[src/rdcfg_pkg.sv]
// Shared constants, layouts and types of the re-driver configuration block
package rdcfg_pkg;
  // Clock period and receiver-detect charge time
  localparam int CLK_PERIOD_PS = 8000;
  localparam int DET_TIMEOUT_NS = 1000;
  // Least time, so round up to whole cycles
  localparam int DET_TIMEOUT_CYC = (DET_TIMEOUT_NS * 1000 + CLK_PERIOD_PS - 1) / CLK_PERIOD_PS;
  // Cycles after reset release before straps are taken
  localparam int STRAP_SETTLE_CYC = 3;
  // Register byte offsets
  localparam logic [7:0] ADDR_SIG = 8'h00;
  localparam logic [7:0] ADDR_RXD = 8'h04;
  localparam logic [7:0] ADDR_CTRL = 8'h08;
  localparam logic [7:0] ADDR_GRPA = 8'h0c;
  localparam logic [7:0] ADDR_GRPB = 8'h10;
  localparam logic [7:0] ADDR_INFO = 8'h14;
  // Control register bit positions
  localparam int CTRL_LB = 0;
  localparam int CTRL_RST = 1;
  localparam int CTRL_PD = 3;
  localparam int CTRL_DET = 4;
  localparam int CTRL_POL = 6;
  // Group select register field positions
  localparam int GRP_EQ = 0;
  localparam int GRP_SW = 3;
  localparam int GRP_EM = 5;
  // Info register: mode level position
  localparam int INFO_MODE = 8;
  // Values before straps are taken (pull-ups read as ones)
  localparam logic [10:0] CFG_RST = 11'h7ff;
  localparam logic LB_RST = 1'b1;
  localparam logic PD_RST = 1'b1;
  // Per-group settings; eq, swing and emph make eight select bits
  typedef struct packed {
    logic restart_n;
    logic det_en;
    logic pol;
    logic [2:0] emph;
    logic [1:0] swing;
    logic [2:0] eq;
  } rdcfg_grp_t;
  // Per-group data channel termination and drive controls
  typedef struct packed {
    logic in_term;
    logic tx_drive;
    logic weak_pu;
  } rdcfg_io_t;
  // All pins from outside the clock domain
  typedef struct packed {
    logic mode;
    logic pd_n;
    logic card_n;
    logic lb_n;
    logic [2:0] addr;
    logic [1:0] lvl;
    logic [1:0] load;
    rdcfg_grp_t [1:0] grp;
  } rdcfg_pin_t;
  // Receiver-detect states
  typedef enum logic [2:0] {
    DET_RESET = 3'b001,
    DET_WAIT = 3'b010,
    DET_DONE = 3'b100
  } rdcfg_det_t;
endpackage : rdcfg_pkg

[src/rdcfg_rxdet.sv]
// Receiver-detect sequencer for one group of four channels
`timescale 1ns/1ps
module rdcfg_rxdet #(
  parameter int TIMEOUT_CYC = rdcfg_pkg::DET_TIMEOUT_CYC
) (
  // Clock and reset
  input wire logic clock,
  input wire logic sys_rst,
  // Gating and sense
  input wire logic run,
  input wire logic restart_n,
  input wire logic load_cmp,
  // Result
  output logic sensed_r,
  output logic charge_r
);
  initial if (TIMEOUT_CYC < 1 || TIMEOUT_CYC > 65535) $error("Bad detect timeout");
  rdcfg_pkg::rdcfg_det_t st_r, st_nxt; // Sequencer state
  logic [15:0] cnt_r, cnt_nxt; // Charge time counter
  logic sensed_nxt, charge_nxt;

  // Next state: held in reset while restart low or not allowed to run
  always_comb begin
    st_nxt = st_r;
    cnt_nxt = cnt_r;
    sensed_nxt = sensed_r;
    charge_nxt = charge_r;
    if (!run || !restart_n) begin
      st_nxt = rdcfg_pkg::DET_RESET;
      cnt_nxt = 16'h0000;
      sensed_nxt = 1'b0;
      charge_nxt = 1'b0;
    end else begin
      unique case (st_r)
        rdcfg_pkg::DET_RESET: begin
          // Restart released, weak pull-up on, start charging
          st_nxt = rdcfg_pkg::DET_WAIT;
          cnt_nxt = 16'h0000;
          charge_nxt = 1'b1;
        end
        rdcfg_pkg::DET_WAIT: begin
          if (cnt_r == 16'(TIMEOUT_CYC - 1)) begin
            // Pin level settled, a 50 ohm load pulled it down
            st_nxt = rdcfg_pkg::DET_DONE;
            sensed_nxt = load_cmp;
            charge_nxt = 1'b0;
          end else begin
            cnt_nxt = cnt_r + 16'h0001;
          end
        end
        rdcfg_pkg::DET_DONE: begin
          // Result holds until restart goes low or run drops
          st_nxt = rdcfg_pkg::DET_DONE;
        end
        default: st_nxt = rdcfg_pkg::DET_RESET;
      endcase
    end
  end

  // Register stage
  always_ff @(posedge clock) begin
    if (sys_rst) begin
      st_r <= rdcfg_pkg::DET_RESET;
      cnt_r <= 16'h0000;
      sensed_r <= 1'b0;
      charge_r <= 1'b0;
    end else begin
      st_r <= st_nxt;
      cnt_r <= cnt_nxt;
      sensed_r <= sensed_nxt;
      charge_r <= charge_nxt;
    end
  end
endmodule : rdcfg_rxdet

[src/rdcfg_top.sv]
// Configuration and control register bank of a two-group serial re-driver
// Summary of operation
// - Mode high freezes config, refuses bus writes
// - Mode low lets bus writes reprogram config
// - Mode level is live, never latched
// - Straps captured once at power-on
// - Power-down low disables all channel I/O
// - Card present low enables channels
// - Restart low holds group detection reset
// - Load sensed high on 50 ohm load
// - Level detect follows channel zero signal
// - Polarity high de-emphasis, low pre-emphasis
// - Loopback low routes A receive to both
// - Per-group enable of receiver detection
// - Three-bit equalizer select per group
// - Two-bit swing select per group
// - Three-bit emphasis level per group
// - Address bits 0, 1, 4 from straps
// - Eight select bits per group
// - Register port with 32-bit data words
// - Detection runs only with card present
// - Byte 0 signal, byte 4 load status
//
// Design decisions made here: the APB slave port and the placing of the registers.
`timescale 1ns/1ps
module rdcfg_top #(
  parameter logic [6:0] SLAVE_ADDR_BASE = 7'h20, // Arbitrary base value
  parameter int DET_CYC = rdcfg_pkg::DET_TIMEOUT_CYC
) (
  // Clock and reset
  input wire logic clock,
  input wire logic sys_rst,
  // APB register port
  input wire logic psel,
  input wire logic penable,
  input wire logic pwrite,
  input wire logic [7:0] paddr,
  input wire logic [31:0] pwdata,
  output logic [31:0] prdata,
  output logic pready,
  output logic pslverr,
  // Live control pins; loopback_n is only sampled with the straps
  input wire logic mode,
  input wire logic power_down_n,
  input wire logic card_present_n,
  input wire logic loopback_n,
  input wire logic detect_restart_n_a,
  input wire logic detect_restart_n_b,
  // Strap pins
  input wire logic load_detect_en_a,
  input wire logic load_detect_en_b,
  input wire logic emph_polarity_a,
  input wire logic emph_polarity_b,
  input wire logic [2:0] eq_select_a,
  input wire logic [2:0] eq_select_b,
  input wire logic [1:0] swing_select_a,
  input wire logic [1:0] swing_select_b,
  input wire logic [2:0] emph_level_a,
  input wire logic [2:0] emph_level_b,
  input wire logic addr_strap_0,
  input wire logic addr_strap_1,
  input wire logic addr_strap_4,
  // Analog comparators of channel zero
  input wire logic level_cmp_a,
  input wire logic level_cmp_b,
  input wire logic load_cmp_a,
  input wire logic load_cmp_b,
  // Status pins
  output logic level_detect_a,
  output logic level_detect_b,
  output logic load_sensed_a,
  output logic load_sensed_b,
  // Analog control
  output rdcfg_pkg::rdcfg_grp_t cfg_a,
  output rdcfg_pkg::rdcfg_grp_t cfg_b,
  output rdcfg_pkg::rdcfg_io_t io_a,
  output rdcfg_pkg::rdcfg_io_t io_b,
  output logic loopback_active,
  output logic [6:0] slave_addr
);
  initial if (DET_CYC < 1) $error("Detect timeout must be positive");

  rdcfg_pkg::rdcfg_pin_t pin_raw, sync1_r, pin_s; // Pin synchroniser
  rdcfg_pkg::rdcfg_grp_t [1:0] cfg_r, cfg_nxt; // Group configuration
  rdcfg_pkg::rdcfg_io_t [1:0] io_r, io_nxt; // Channel I/O control
  logic lb_r, lb_nxt; // Loopback, active low
  logic lbact_r, lbact_nxt; // Loopback flag pin, kept in its own flop
  logic pdr_r, pdr_nxt; // Power-down bit, active low
  logic [6:0] sa_r, sa_nxt; // Slave address
  logic [1:0] sc_r, sc_nxt; // Strap settle counter
  logic sdone_r, sdone_nxt; // Straps taken
  logic [1:0] lvl_r, lvl_nxt; // Level detect flops
  logic [31:0] prdata_nxt;
  logic pready_nxt, pslverr_nxt;
  logic [1:0] sensed; // Detect results
  logic [1:0] charge; // Detect pull-up
  logic pd_ok; // Not powered down
  logic strap_take; // One-cycle capture
  logic setup; // APB setup phase
  logic acc_wr; // Completing write
  logic cfg_wr; // Accepted config write
  logic is_cfg; // Config offset

  // Gather all outside pins
  always_comb begin
    pin_raw.mode = mode;
    pin_raw.pd_n = power_down_n;
    pin_raw.card_n = card_present_n;
    pin_raw.lb_n = loopback_n;
    pin_raw.addr = {addr_strap_4, addr_strap_1, addr_strap_0};
    pin_raw.lvl = {level_cmp_b, level_cmp_a};
    pin_raw.load = {load_cmp_b, load_cmp_a};
    pin_raw.grp[0] = {detect_restart_n_a, load_detect_en_a, emph_polarity_a,
                      emph_level_a, swing_select_a, eq_select_a};
    pin_raw.grp[1] = {detect_restart_n_b, load_detect_en_b, emph_polarity_b,
                      emph_level_b, swing_select_b, eq_select_b};
  end

  // Two-stage synchroniser; first stage feeds only the second
  always_ff @(posedge clock) begin
    sync1_r <= pin_raw;
    pin_s <= sync1_r;
  end

  // Power state: pin low or register bit low powers down
  assign pd_ok = pin_s.pd_n && pdr_r;
  assign strap_take = !sdone_r && (sc_r == 2'(rdcfg_pkg::STRAP_SETTLE_CYC - 1));
  assign setup = psel && !penable;
  assign acc_wr = psel && penable && pready && pwrite;
  assign is_cfg = (paddr == rdcfg_pkg::ADDR_CTRL) || (paddr == rdcfg_pkg::ADDR_GRPA) ||
                  (paddr == rdcfg_pkg::ADDR_GRPB);
  // Mode read live on every write, never held
  assign cfg_wr = acc_wr && is_cfg && !pin_s.mode && sdone_r;

  // Configuration next values: straps once, then bus writes
  always_comb begin
    cfg_nxt = cfg_r;
    lb_nxt = lb_r;
    pdr_nxt = pdr_r;
    sa_nxt = sa_r;
    sc_nxt = sc_r;
    sdone_nxt = sdone_r;
    if (!sdone_r) begin
      sc_nxt = sc_r + 2'h1;
    end
    if (strap_take) begin
      // Startup values from the straps
      cfg_nxt = pin_s.grp;
      lb_nxt = pin_s.lb_n;
      pdr_nxt = pin_s.pd_n;
      sa_nxt = SLAVE_ADDR_BASE;
      sa_nxt[0] = pin_s.addr[0];
      sa_nxt[1] = pin_s.addr[1];
      sa_nxt[4] = pin_s.addr[2];
      sdone_nxt = 1'b1;
    end else if (cfg_wr) begin
      case (paddr)
        rdcfg_pkg::ADDR_CTRL: begin
          lb_nxt = pwdata[rdcfg_pkg::CTRL_LB];
          pdr_nxt = pwdata[rdcfg_pkg::CTRL_PD];
          for (int g = 0; g < 2; g++) begin
            cfg_nxt[g].restart_n = pwdata[rdcfg_pkg::CTRL_RST + g];
            cfg_nxt[g].det_en = pwdata[rdcfg_pkg::CTRL_DET + g];
            cfg_nxt[g].pol = pwdata[rdcfg_pkg::CTRL_POL + g];
          end
        end
        rdcfg_pkg::ADDR_GRPA: begin
          cfg_nxt[0].eq = pwdata[rdcfg_pkg::GRP_EQ +: 3];
          cfg_nxt[0].swing = pwdata[rdcfg_pkg::GRP_SW +: 2];
          cfg_nxt[0].emph = pwdata[rdcfg_pkg::GRP_EM +: 3];
        end
        default: begin
          // Only group B is left among config offsets
          cfg_nxt[1].eq = pwdata[rdcfg_pkg::GRP_EQ +: 3];
          cfg_nxt[1].swing = pwdata[rdcfg_pkg::GRP_SW +: 2];
          cfg_nxt[1].emph = pwdata[rdcfg_pkg::GRP_EM +: 3];
        end
      endcase
    end
    lbact_nxt = !lb_nxt;
  end

  // Configuration registers
  always_ff @(posedge clock) begin
    if (sys_rst) begin
      cfg_r <= {2{rdcfg_pkg::CFG_RST}};
      lb_r <= rdcfg_pkg::LB_RST;
      lbact_r <= !rdcfg_pkg::LB_RST;
      pdr_r <= rdcfg_pkg::PD_RST;
      sa_r <= 7'h00;
      sc_r <= 2'h0;
      sdone_r <= 1'b0;
    end else begin
      cfg_r <= cfg_nxt;
      lb_r <= lb_nxt;
      lbact_r <= lbact_nxt;
      pdr_r <= pdr_nxt;
      sa_r <= sa_nxt;
      sc_r <= sc_nxt;
      sdone_r <= sdone_nxt;
    end
  end

  // One receiver-detect sequencer per group
  for (genvar g = 0; g < 2; g++) begin : g_det
    rdcfg_rxdet #(.TIMEOUT_CYC(DET_CYC)) u_det (
      .clock(clock),
      .sys_rst(sys_rst),
      // Allowed only powered, card present and enabled
      .run(pd_ok && !pin_s.card_n && cfg_r[g].det_en),
      .restart_n(pin_s.grp[g].restart_n && cfg_r[g].restart_n),
      .load_cmp(pin_s.load[g]),
      .sensed_r(sensed[g]),
      .charge_r(charge[g])
    );
  end

  // Channel I/O next values per group
  always_comb begin
    io_nxt = io_r;
    lvl_nxt = pin_s.lvl;
    for (int g = 0; g < 2; g++) begin
      logic src; // Receive level feeding this group's transmit
      logic rst_n; // Effective detect restart
      src = (g == 1 && !lb_r) ? pin_s.lvl[0] : pin_s.lvl[g];
      rst_n = pin_s.grp[g].restart_n && cfg_r[g].restart_n;
      if (!pd_ok || pin_s.card_n) begin
        // Powered down or no card: everything high impedance
        io_nxt[g] = 3'b000;
      end else if (!rst_n) begin
        io_nxt[g] = 3'b001;
      end else if (!cfg_r[g].det_en || sensed[g]) begin
        // Enabled: drive only with a valid input level
        io_nxt[g].in_term = 1'b1;
        io_nxt[g].tx_drive = src;
        io_nxt[g].weak_pu = !src;
      end else begin
        // Detection pending or no load: pull-up only
        io_nxt[g].in_term = 1'b0;
        io_nxt[g].tx_drive = 1'b0;
        io_nxt[g].weak_pu = 1'b1 || charge[g];
      end
    end
  end

  // Channel I/O registers
  always_ff @(posedge clock) begin
    if (sys_rst) begin
      io_r <= '0;
      lvl_r <= 2'b00;
    end else begin
      io_r <= io_nxt;
      lvl_r <= lvl_nxt;
    end
  end

  // APB next values: decode in setup, answer in access
  always_comb begin
    prdata_nxt = prdata;
    pslverr_nxt = 1'b0;
    pready_nxt = setup && !pready;
    if (setup) begin
      prdata_nxt = 32'h0000_0000;
      case (paddr)
        rdcfg_pkg::ADDR_SIG: begin
          prdata_nxt[1:0] = lvl_r;
          pslverr_nxt = pwrite;
        end
        rdcfg_pkg::ADDR_RXD: begin
          prdata_nxt[1:0] = sensed;
          pslverr_nxt = pwrite;
        end
        rdcfg_pkg::ADDR_CTRL: begin
          prdata_nxt[rdcfg_pkg::CTRL_LB] = lb_r;
          prdata_nxt[rdcfg_pkg::CTRL_PD] = pdr_r;
          for (int g = 0; g < 2; g++) begin
            prdata_nxt[rdcfg_pkg::CTRL_RST + g] = cfg_r[g].restart_n;
            prdata_nxt[rdcfg_pkg::CTRL_DET + g] = cfg_r[g].det_en;
            prdata_nxt[rdcfg_pkg::CTRL_POL + g] = cfg_r[g].pol;
          end
          pslverr_nxt = pwrite && (pin_s.mode || !sdone_r);
        end
        rdcfg_pkg::ADDR_GRPA, rdcfg_pkg::ADDR_GRPB: begin
          prdata_nxt[7:0] = cfg_r[paddr == rdcfg_pkg::ADDR_GRPB][7:0];
          pslverr_nxt = pwrite && (pin_s.mode || !sdone_r);
        end
        rdcfg_pkg::ADDR_INFO: begin
          prdata_nxt[6:0] = sa_r;
          prdata_nxt[rdcfg_pkg::INFO_MODE] = pin_s.mode;
          pslverr_nxt = pwrite;
        end
        default: pslverr_nxt = 1'b1;
      endcase
    end
  end

  // APB answer registers
  always_ff @(posedge clock) begin
    if (sys_rst) begin
      prdata <= 32'h0000_0000;
      pready <= 1'b0;
      pslverr <= 1'b0;
    end else begin
      prdata <= prdata_nxt;
      pready <= pready_nxt;
      pslverr <= pslverr_nxt;
    end
  end

  // Outputs straight from flops
  assign cfg_a = cfg_r[0];
  assign cfg_b = cfg_r[1];
  assign io_a = io_r[0];
  assign io_b = io_r[1];
  assign loopback_active = lbact_r;
  assign slave_addr = sa_r;
  assign level_detect_a = lvl_r[0];
  assign level_detect_b = lvl_r[1];
  assign load_sensed_a = sensed[0];
  assign load_sensed_b = sensed[1];
endmodule : rdcfg_top

[config.mk]
export PLATFORM = sky130hd
export DESIGN_NAME = rdcfg_top
export DESIGN_NICKNAME = d
export VERILOG_FILES = /design/src/rdcfg_pkg.sv /design/src/rdcfg_rxdet.sv /design/src/rdcfg_top.sv
export SDC_FILE = /design/constraint.sdc
export NUM_CORES = 1
export LEC_CHECK = 0
export BUFFER_PORTS_ARGS = -buffer_cell sky130_fd_sc_hd__buf_2
export CAP_MARGIN = 20
export CORE_MARGIN = 4
export CORE_UTILIZATION = 53
export CTS_BUF_LIST = sky130_fd_sc_hd__clkbuf_16
export DETAILED_ROUTE_END_ITERATION = 16
export GPL_TIMING_DRIVEN = 0
export PLACE_DENSITY_LB_ADDON = 0.15
export SYNTH_ARGS = -nofsm -noshare
export SYNTH_HDL_FRONTEND = slang
export SYNTH_HIERARCHICAL = 1
export SYNTH_SLANG_ARGS = --single-unit
[constraint.sdc]
create_clock -name clock -period 2.1 [get_ports clock]
set_input_delay 0.42 -clock clock [delete_from_list [all_inputs] [get_ports clock]]
set_output_delay 0.42 -clock clock [all_outputs]
set_load 0.03 [all_outputs]
-- After elaboration in Yosys (flattened, before gate mapping)
Index checks and enable logic that the tools add are counted.
Widths: inputs -> output; s select.
- RAM bits: 0
- ROM bits: 0
- logic and storage cells: 196
- flip-flop bits (word level): 157
- latch bits: 0
- input port bits: 78
- memories: 0
- shifts and indexed selects: 0
- add/sub/neg operators: 3
- div/mod/pow operators: 0
- bitwise gates (word level): 5
- $lt $le $gt $ge: 1
- mux-type cells: 32
- multipliers: 0
- reductions and logical operators: 64
- equal/unequal tests: 19
- operators by type and width (kind ; count):
    $pmux 16 s2 ; 2
    $mux 22 ; 2
    $add 16x1->16 const B ; 2
    $eq 16x7->1 const B ; 2
    $mux 16 ; 2
    $mux 8 ; 4
    $mux 3 ; 6
    $pmux 3 s3 ; 2
    $eq 8x4->1 const B ; 2
    $eq 8x5->1 const B ; 2
    $logic_and 1x1->1 ; 16
    $logic_not 1->1 ; 15
    $pmux 5 s3 ; 1
    $reduce_and 2->1 ; 7
    $reduce_or 2->1 ; 6
    $reduce_or 3->1 ; 4
    $mux 1 ; 10
    $pmux 2 s5 ; 1
    $reduce_bool 2->1 ; 5
    $eq 8x3->1 const B ; 1
    $logic_not 8->1 ; 1
    $logic_or 1x1->1 ; 8
    $reduce_or 4->1 ; 2
    $eq 3x1->1 const B ; 2
    other kinds (9) ; 19

-- Logic depth before layout (Yosys ltp)
- word-level depth: 9
- mapped depth: 8

-- By module
Netlist, hierarchy kept.
- by module, submodules not included (module ; times used ; cells each ; area an instance (um^2) ; sequential area each (um^2)):
    rdcfg_top ; 1 ; 362 ; 3911.3 ; 2322.2
    rdcfg_rxdet ; 2 ; 137 ; 1093.5 ; 420.4

-- Least setup slack after synthesis
No wires, ideal clock.
- path type: input to register
- start: input paddr[3]
- end: register cfg_r, in the netlist cfg_b[2]
- stages: 5
- path slack: 0.224 ns
- buffers on the path: 1
- arrival time: 1.740 ns
- library setup time: 0.136 ns
- cells stage by stage: buf_2 or3_4 nor4_4 mux2i_1 a21oi_1
- cells in the longest elaborated chain, start to end: 8
- elaborated cells on any way between the ends: 12
- those cells by class: 4 x eq/ne; 8 x reduce/logical
- RTL lines (element ; line ; RTL):
    from (decl) ; rdcfg_top.sv:37 ; input wire logic [7:0] paddr,
    $eq 8x4->1 ; rdcfg_top.sv:130, rdcfg_top.sv:157 ;
    $logic_or 1x1->1 (2 in a row) ; rdcfg_top.sv:130 ; assign is_cfg = (paddr == rdcfg_pkg::ADDR_CTRL) || (paddr == rdcfg_pkg::ADDR_GRPA) ||
    $logic_and 1x1->1 (3 in a row) ; rdcfg_top.sv:133 ; assign cfg_wr = acc_wr && is_cfg && !pin_s.mode && sdone_r;
    $reduce_bool 2->1 (no line) ; -- ;
    $reduce_and 2->1 (no line) (*) ; -- ;
    to (signal assigned) ; rdcfg_top.sv:186 ; cfg_r <= {2{rdcfg_pkg::CFG_RST}};
    to (signal assigned) ; rdcfg_top.sv:194 ; cfg_r <= cfg_nxt;
    to (decl) ; rdcfg_top.sv:84 ; rdcfg_pkg::rdcfg_grp_t [1:0] cfg_r, cfg_nxt;
Mark *: on every way between the ends. The rest lies on a longest branch, timed or not.
A chain may end at the register's enable or synchronous reset.

-- Worst setup path after layout
- start: register g_det[0].u_det.cnt_r[0]
- end: register g_det[0].u_det.cnt_r[13]
- cells in the longest elaborated chain, start to end: 3
- elaborated cells on any way between the ends: 6
- those cells by class: 1 x add/sub; 2 x eq/ne; 2 x mux; 1 x reduce/logical
- RTL lines (element ; line ; RTL):
    from (decl) ; rdcfg_rxdet.sv:19 ; logic [15:0] cnt_r, cnt_nxt;
    from (signal assigned) ; rdcfg_rxdet.sv:69 ; cnt_r <= cnt_nxt;
    $add 16x1->16 / $eq 16x7->1 (equally long branches) ; rdcfg_rxdet.sv:48, rdcfg_rxdet.sv:42 ;
    $mux 16 / $ne 2x2->1 (equally long branches) ; -- ;
    $pmux 16 s2 / $reduce_and 2->1 (equally long branches) ; -- ;
Parallel ways exist; a longest one is shown, timed or not. The select of a mux whose other input is x is not followed.

==> impl.org <==
** Route
- Vias per Instance :: 5.404
- For this block, the routed nets add up to 14580 um of wire.
- After detailed routing, the number of remaining DRC violations is 0.
- DRC marker count from the first detailed-route iteration :: 348
- Dividing the detail-routed wire length by the instance count gives 15.77 um.
- The pre-antenna-repair detailed-routing pass consisted of 6 iterations.
- Final ANT Viol Nets :: 0
- DR vias :: 4993

** Cells and area
- Once layout is done, the placed cells without fillers occupy 0.007376 mm2.
- Final-stage net count :: 855
- Area growth from synthesis to layout :: 22.10%
- Top library cells by usage in the layout, fill and taps aside :: 156 x sky130_fd_sc_hd__dfxtp_1, 104 x sky130_fd_sc_hd__buf_2, 71 x sky130_fd_sc_hd__nor2_1
- Sequential standard cell area :: 0.003123 mm2
- Fraction of layout instances using a drive strength above 1 :: 0.2500
- The library cell used most frequently in the layout, excluding fill and tap cells, is sky130_fd_sc_hd__dfxtp_1.
- Antenna cell count :: 0
- For this run, the share of the core covered by cells in the final layout is 0.6716.
- Multi-input logic area :: 0.002630 mm2
- Fillers :: 889

** Critical path
- Worst Setup Start Kind :: flop
- For the worst setup path, the data required time is 2440 ps.
- For the worst setup path, the data arrival time is 2290 ps.
- Worst R2R Path Depth :: 8
- The critical path ends at g_det[0].u_det/cnt_r[13].
- Start point of the critical path :: g_det[0].u_det/cnt_r[0]
- Of all nets on the critical path, the largest fanout is 10.
- Endpoint type of the worst setup path :: flop
- Setup slack on the worst flop-to-flop path :: 150 ps
- Worst Setup Path Type :: flop to flop
- Capturing point of the worst reg2reg path :: g_det[0].u_det/cnt_r[13]
- The startpoint identified for the worst register-to-register timing path is g_det[0].u_det/cnt_r[0].

** GRT
- Largest net degree at the start of global routing :: 17
- For this run, the total global-route usage over all layers was measured as 0.2262.
- Vias in the first global route :: 4875
- The initial antenna violation count is 0.
- The first global-routing pass estimated 23340 um of wire.
- Aggregate global routing overflow :: 0

** Power
- Fraction of power spent switching nets :: 0.2812
- Total power density per cell area :: 1001 mW/mm2
- Leakage dissipation :: 2.972 nW
- VDD sags by at most 842.7 uV.
- The design draws 7.381 mW.
- Of the total power, combinational logic draws 0.149.
- The share of total power dissipated in sequential elements is 0.452.
- Of the total power, the clock network draws 0.399.
- Net switching power figure :: 2.076 mW
- Internal power :: 5.306 mW

** Clock network
- After clock tree synthesis, the clock-pin slew on the worst setup and hold paths is 60 ps.
- Worst-case clock buffer depth :: 2
- TritonCTS built the clock tree.
- Hold buffers post-CTS :: 0
- CTS saw 156 sinks.
- Buffers inserted by post-CTS timing repair :: 0
- The H-tree was split into 4 levels.
- Cts bufs inserted :: 17
- CTS Root Buffer Type :: sky130_fd_sc_hd__clkbuf_16
- Clock latency on the worst-skew pair, taken at its later pin, is 410 ps.

** Floorplanning
- For this configuration, the core starts out at a cell density of 0.5500.
- For this design the top-level I/O count stands at 152.
- The floorplan step defined a die boundary enclosing 0.01317 mm2.
- Number of placement rows :: 38
- The die is 114.8 um wide.
- The floorplan step set the die height to 114.8 um.
- The core region is 0.01098 mm2.

** Placement
- After detailed placement, the total cell area comes to 0.006805 mm2.
- The congestion estimate from routability-driven global placement came to 0.8742.
- Detailed placement ended at an HPWL of 10640 um.
- Buffers added on ports :: 99
- At the placement stage, the worst setup path has a slack of -50.76 ps.

** STA
- The final number of hold-violating endpoints was 0.
- Final clock period utilization by the worst path :: 0.9306
- Slack of the critical path :: 145.8 ps
- The tightest hold path in the finished design has a slack of 101.5 ps.
- Number of max-slew violations in the final report :: 0
- FMAX :: 0.5117 GHz
- The routed design could run at a clock period as short as 1954 ps.
- Setup violations remaining at the end of the flow were counted as 0.
- On the final layout, the worst clock skew is 6.700 ps.
- For the pin with the worst max-slew slack, the measured transition is 726.9 ps.
- Worst max-slew margin expressed relative to the limit :: 0.5117
- Unrepaired setup endpoints after global routing :: no

** Hold path
- Along the worst hold path, the cell count comes to 1.
- In this run the worst hold path is classified as input pin to flop.

** Logic synthesis
- Total of warnings raised by yosys :: 6
- Netlist area before placement :: 0.006041 mm2
- Mean cell area of the mapped netlist :: 9.589 um2
- Counting every instance in the synthesized netlist gives 630.

** Job
- Max-cap violation count :: 0

** Run status
- Run status :: complete, no violations
## worst min-delay path by stage
| stage | from | end |
|---|---|---|
| after floorplan | sync1_r[24] | lvl_nxt[0] |
| after global placement | sync1_r[8] | pin_s[8] |
| after detailed placement | sync1_r[24] | lvl_nxt[0] |
| after CTS | load_detect_en_a | sync1_r[9] |
| after global routing | load_detect_en_a | sync1_r[9] |
| final | addr_strap_1 | sync1_r[27] |
## metal layers
metal	wire length, um	vias up	global-route usage	share of wire
li1	-	2487	-	-
met1	5901	2299	0.2641	0.40
met2	7364	188	0.3970	0.51
met3	1125	19	0.07263	0.077
met4	184	0	0.06886	0.013
met5	0	-	0	0
## metrics by stage
step                      TNS (ps)  cells
after CTS                        0    925
after floorplan                  0    655
after global routing             0    924
after global placement      -249.4    894
final                            0    924
after detailed placement    -303.3    894
## repair_timing
item	CTS	global route
hold endpoints to repair	0	0
endpoints found under the setup margin	0	17
resized for setup	0	5
## area by class of cell
class,instances,area share
buffer,56,0.04818
clock buffer,17,0.05768
clock inverter,14,0.01968
inverter,7,0.003562
multi-input combinational,435,0.3566
sequential,156,0.4234
tap,140,0.02375
timing repair buffer,99,0.06718
## flip-flops by register name, indices dropped and copies added (netlist names), 3 cells and up, named ones only
signal and cells:
sync1_r 33, g_det.u_det/cnt_r 32, pin_s 31, cfg_a 11
cfg_b 11, prdata 9, g_det.u_det/st_r 6, io_a 3
io_b 3, slave_addr 3
## power groups by stage
stage | sequential (mW) | clock, mW | combinational (mW)
global route | 3.37 | 3.13 | 1.20
floorplan | 3.56 | 0 | 0.586
detailed placement | 3.38 | 0 | 1.11
finish | 3.34 | 2.94 | 1.10
global placement | 3.38 | 0 | 1.10
CTS | 3.32 | 2.99 | 1.12
## critical path: stages, from the launching register on
cell                      delay, ps
sky130_fd_sc_hd__dfxtp_1        350
sky130_fd_sc_hd__inv_1           70
sky130_fd_sc_hd__ha_1           140
sky130_fd_sc_hd__nor4b_1        250
sky130_fd_sc_hd__and4_1         250
sky130_fd_sc_hd__buf_2          220
sky130_fd_sc_hd__o21a_1         320
sky130_fd_sc_hd__o21ai_0        160
sky130_fd_sc_hd__a21oi_1        140
No activity file was read; power rests on OpenSTA's default activity.
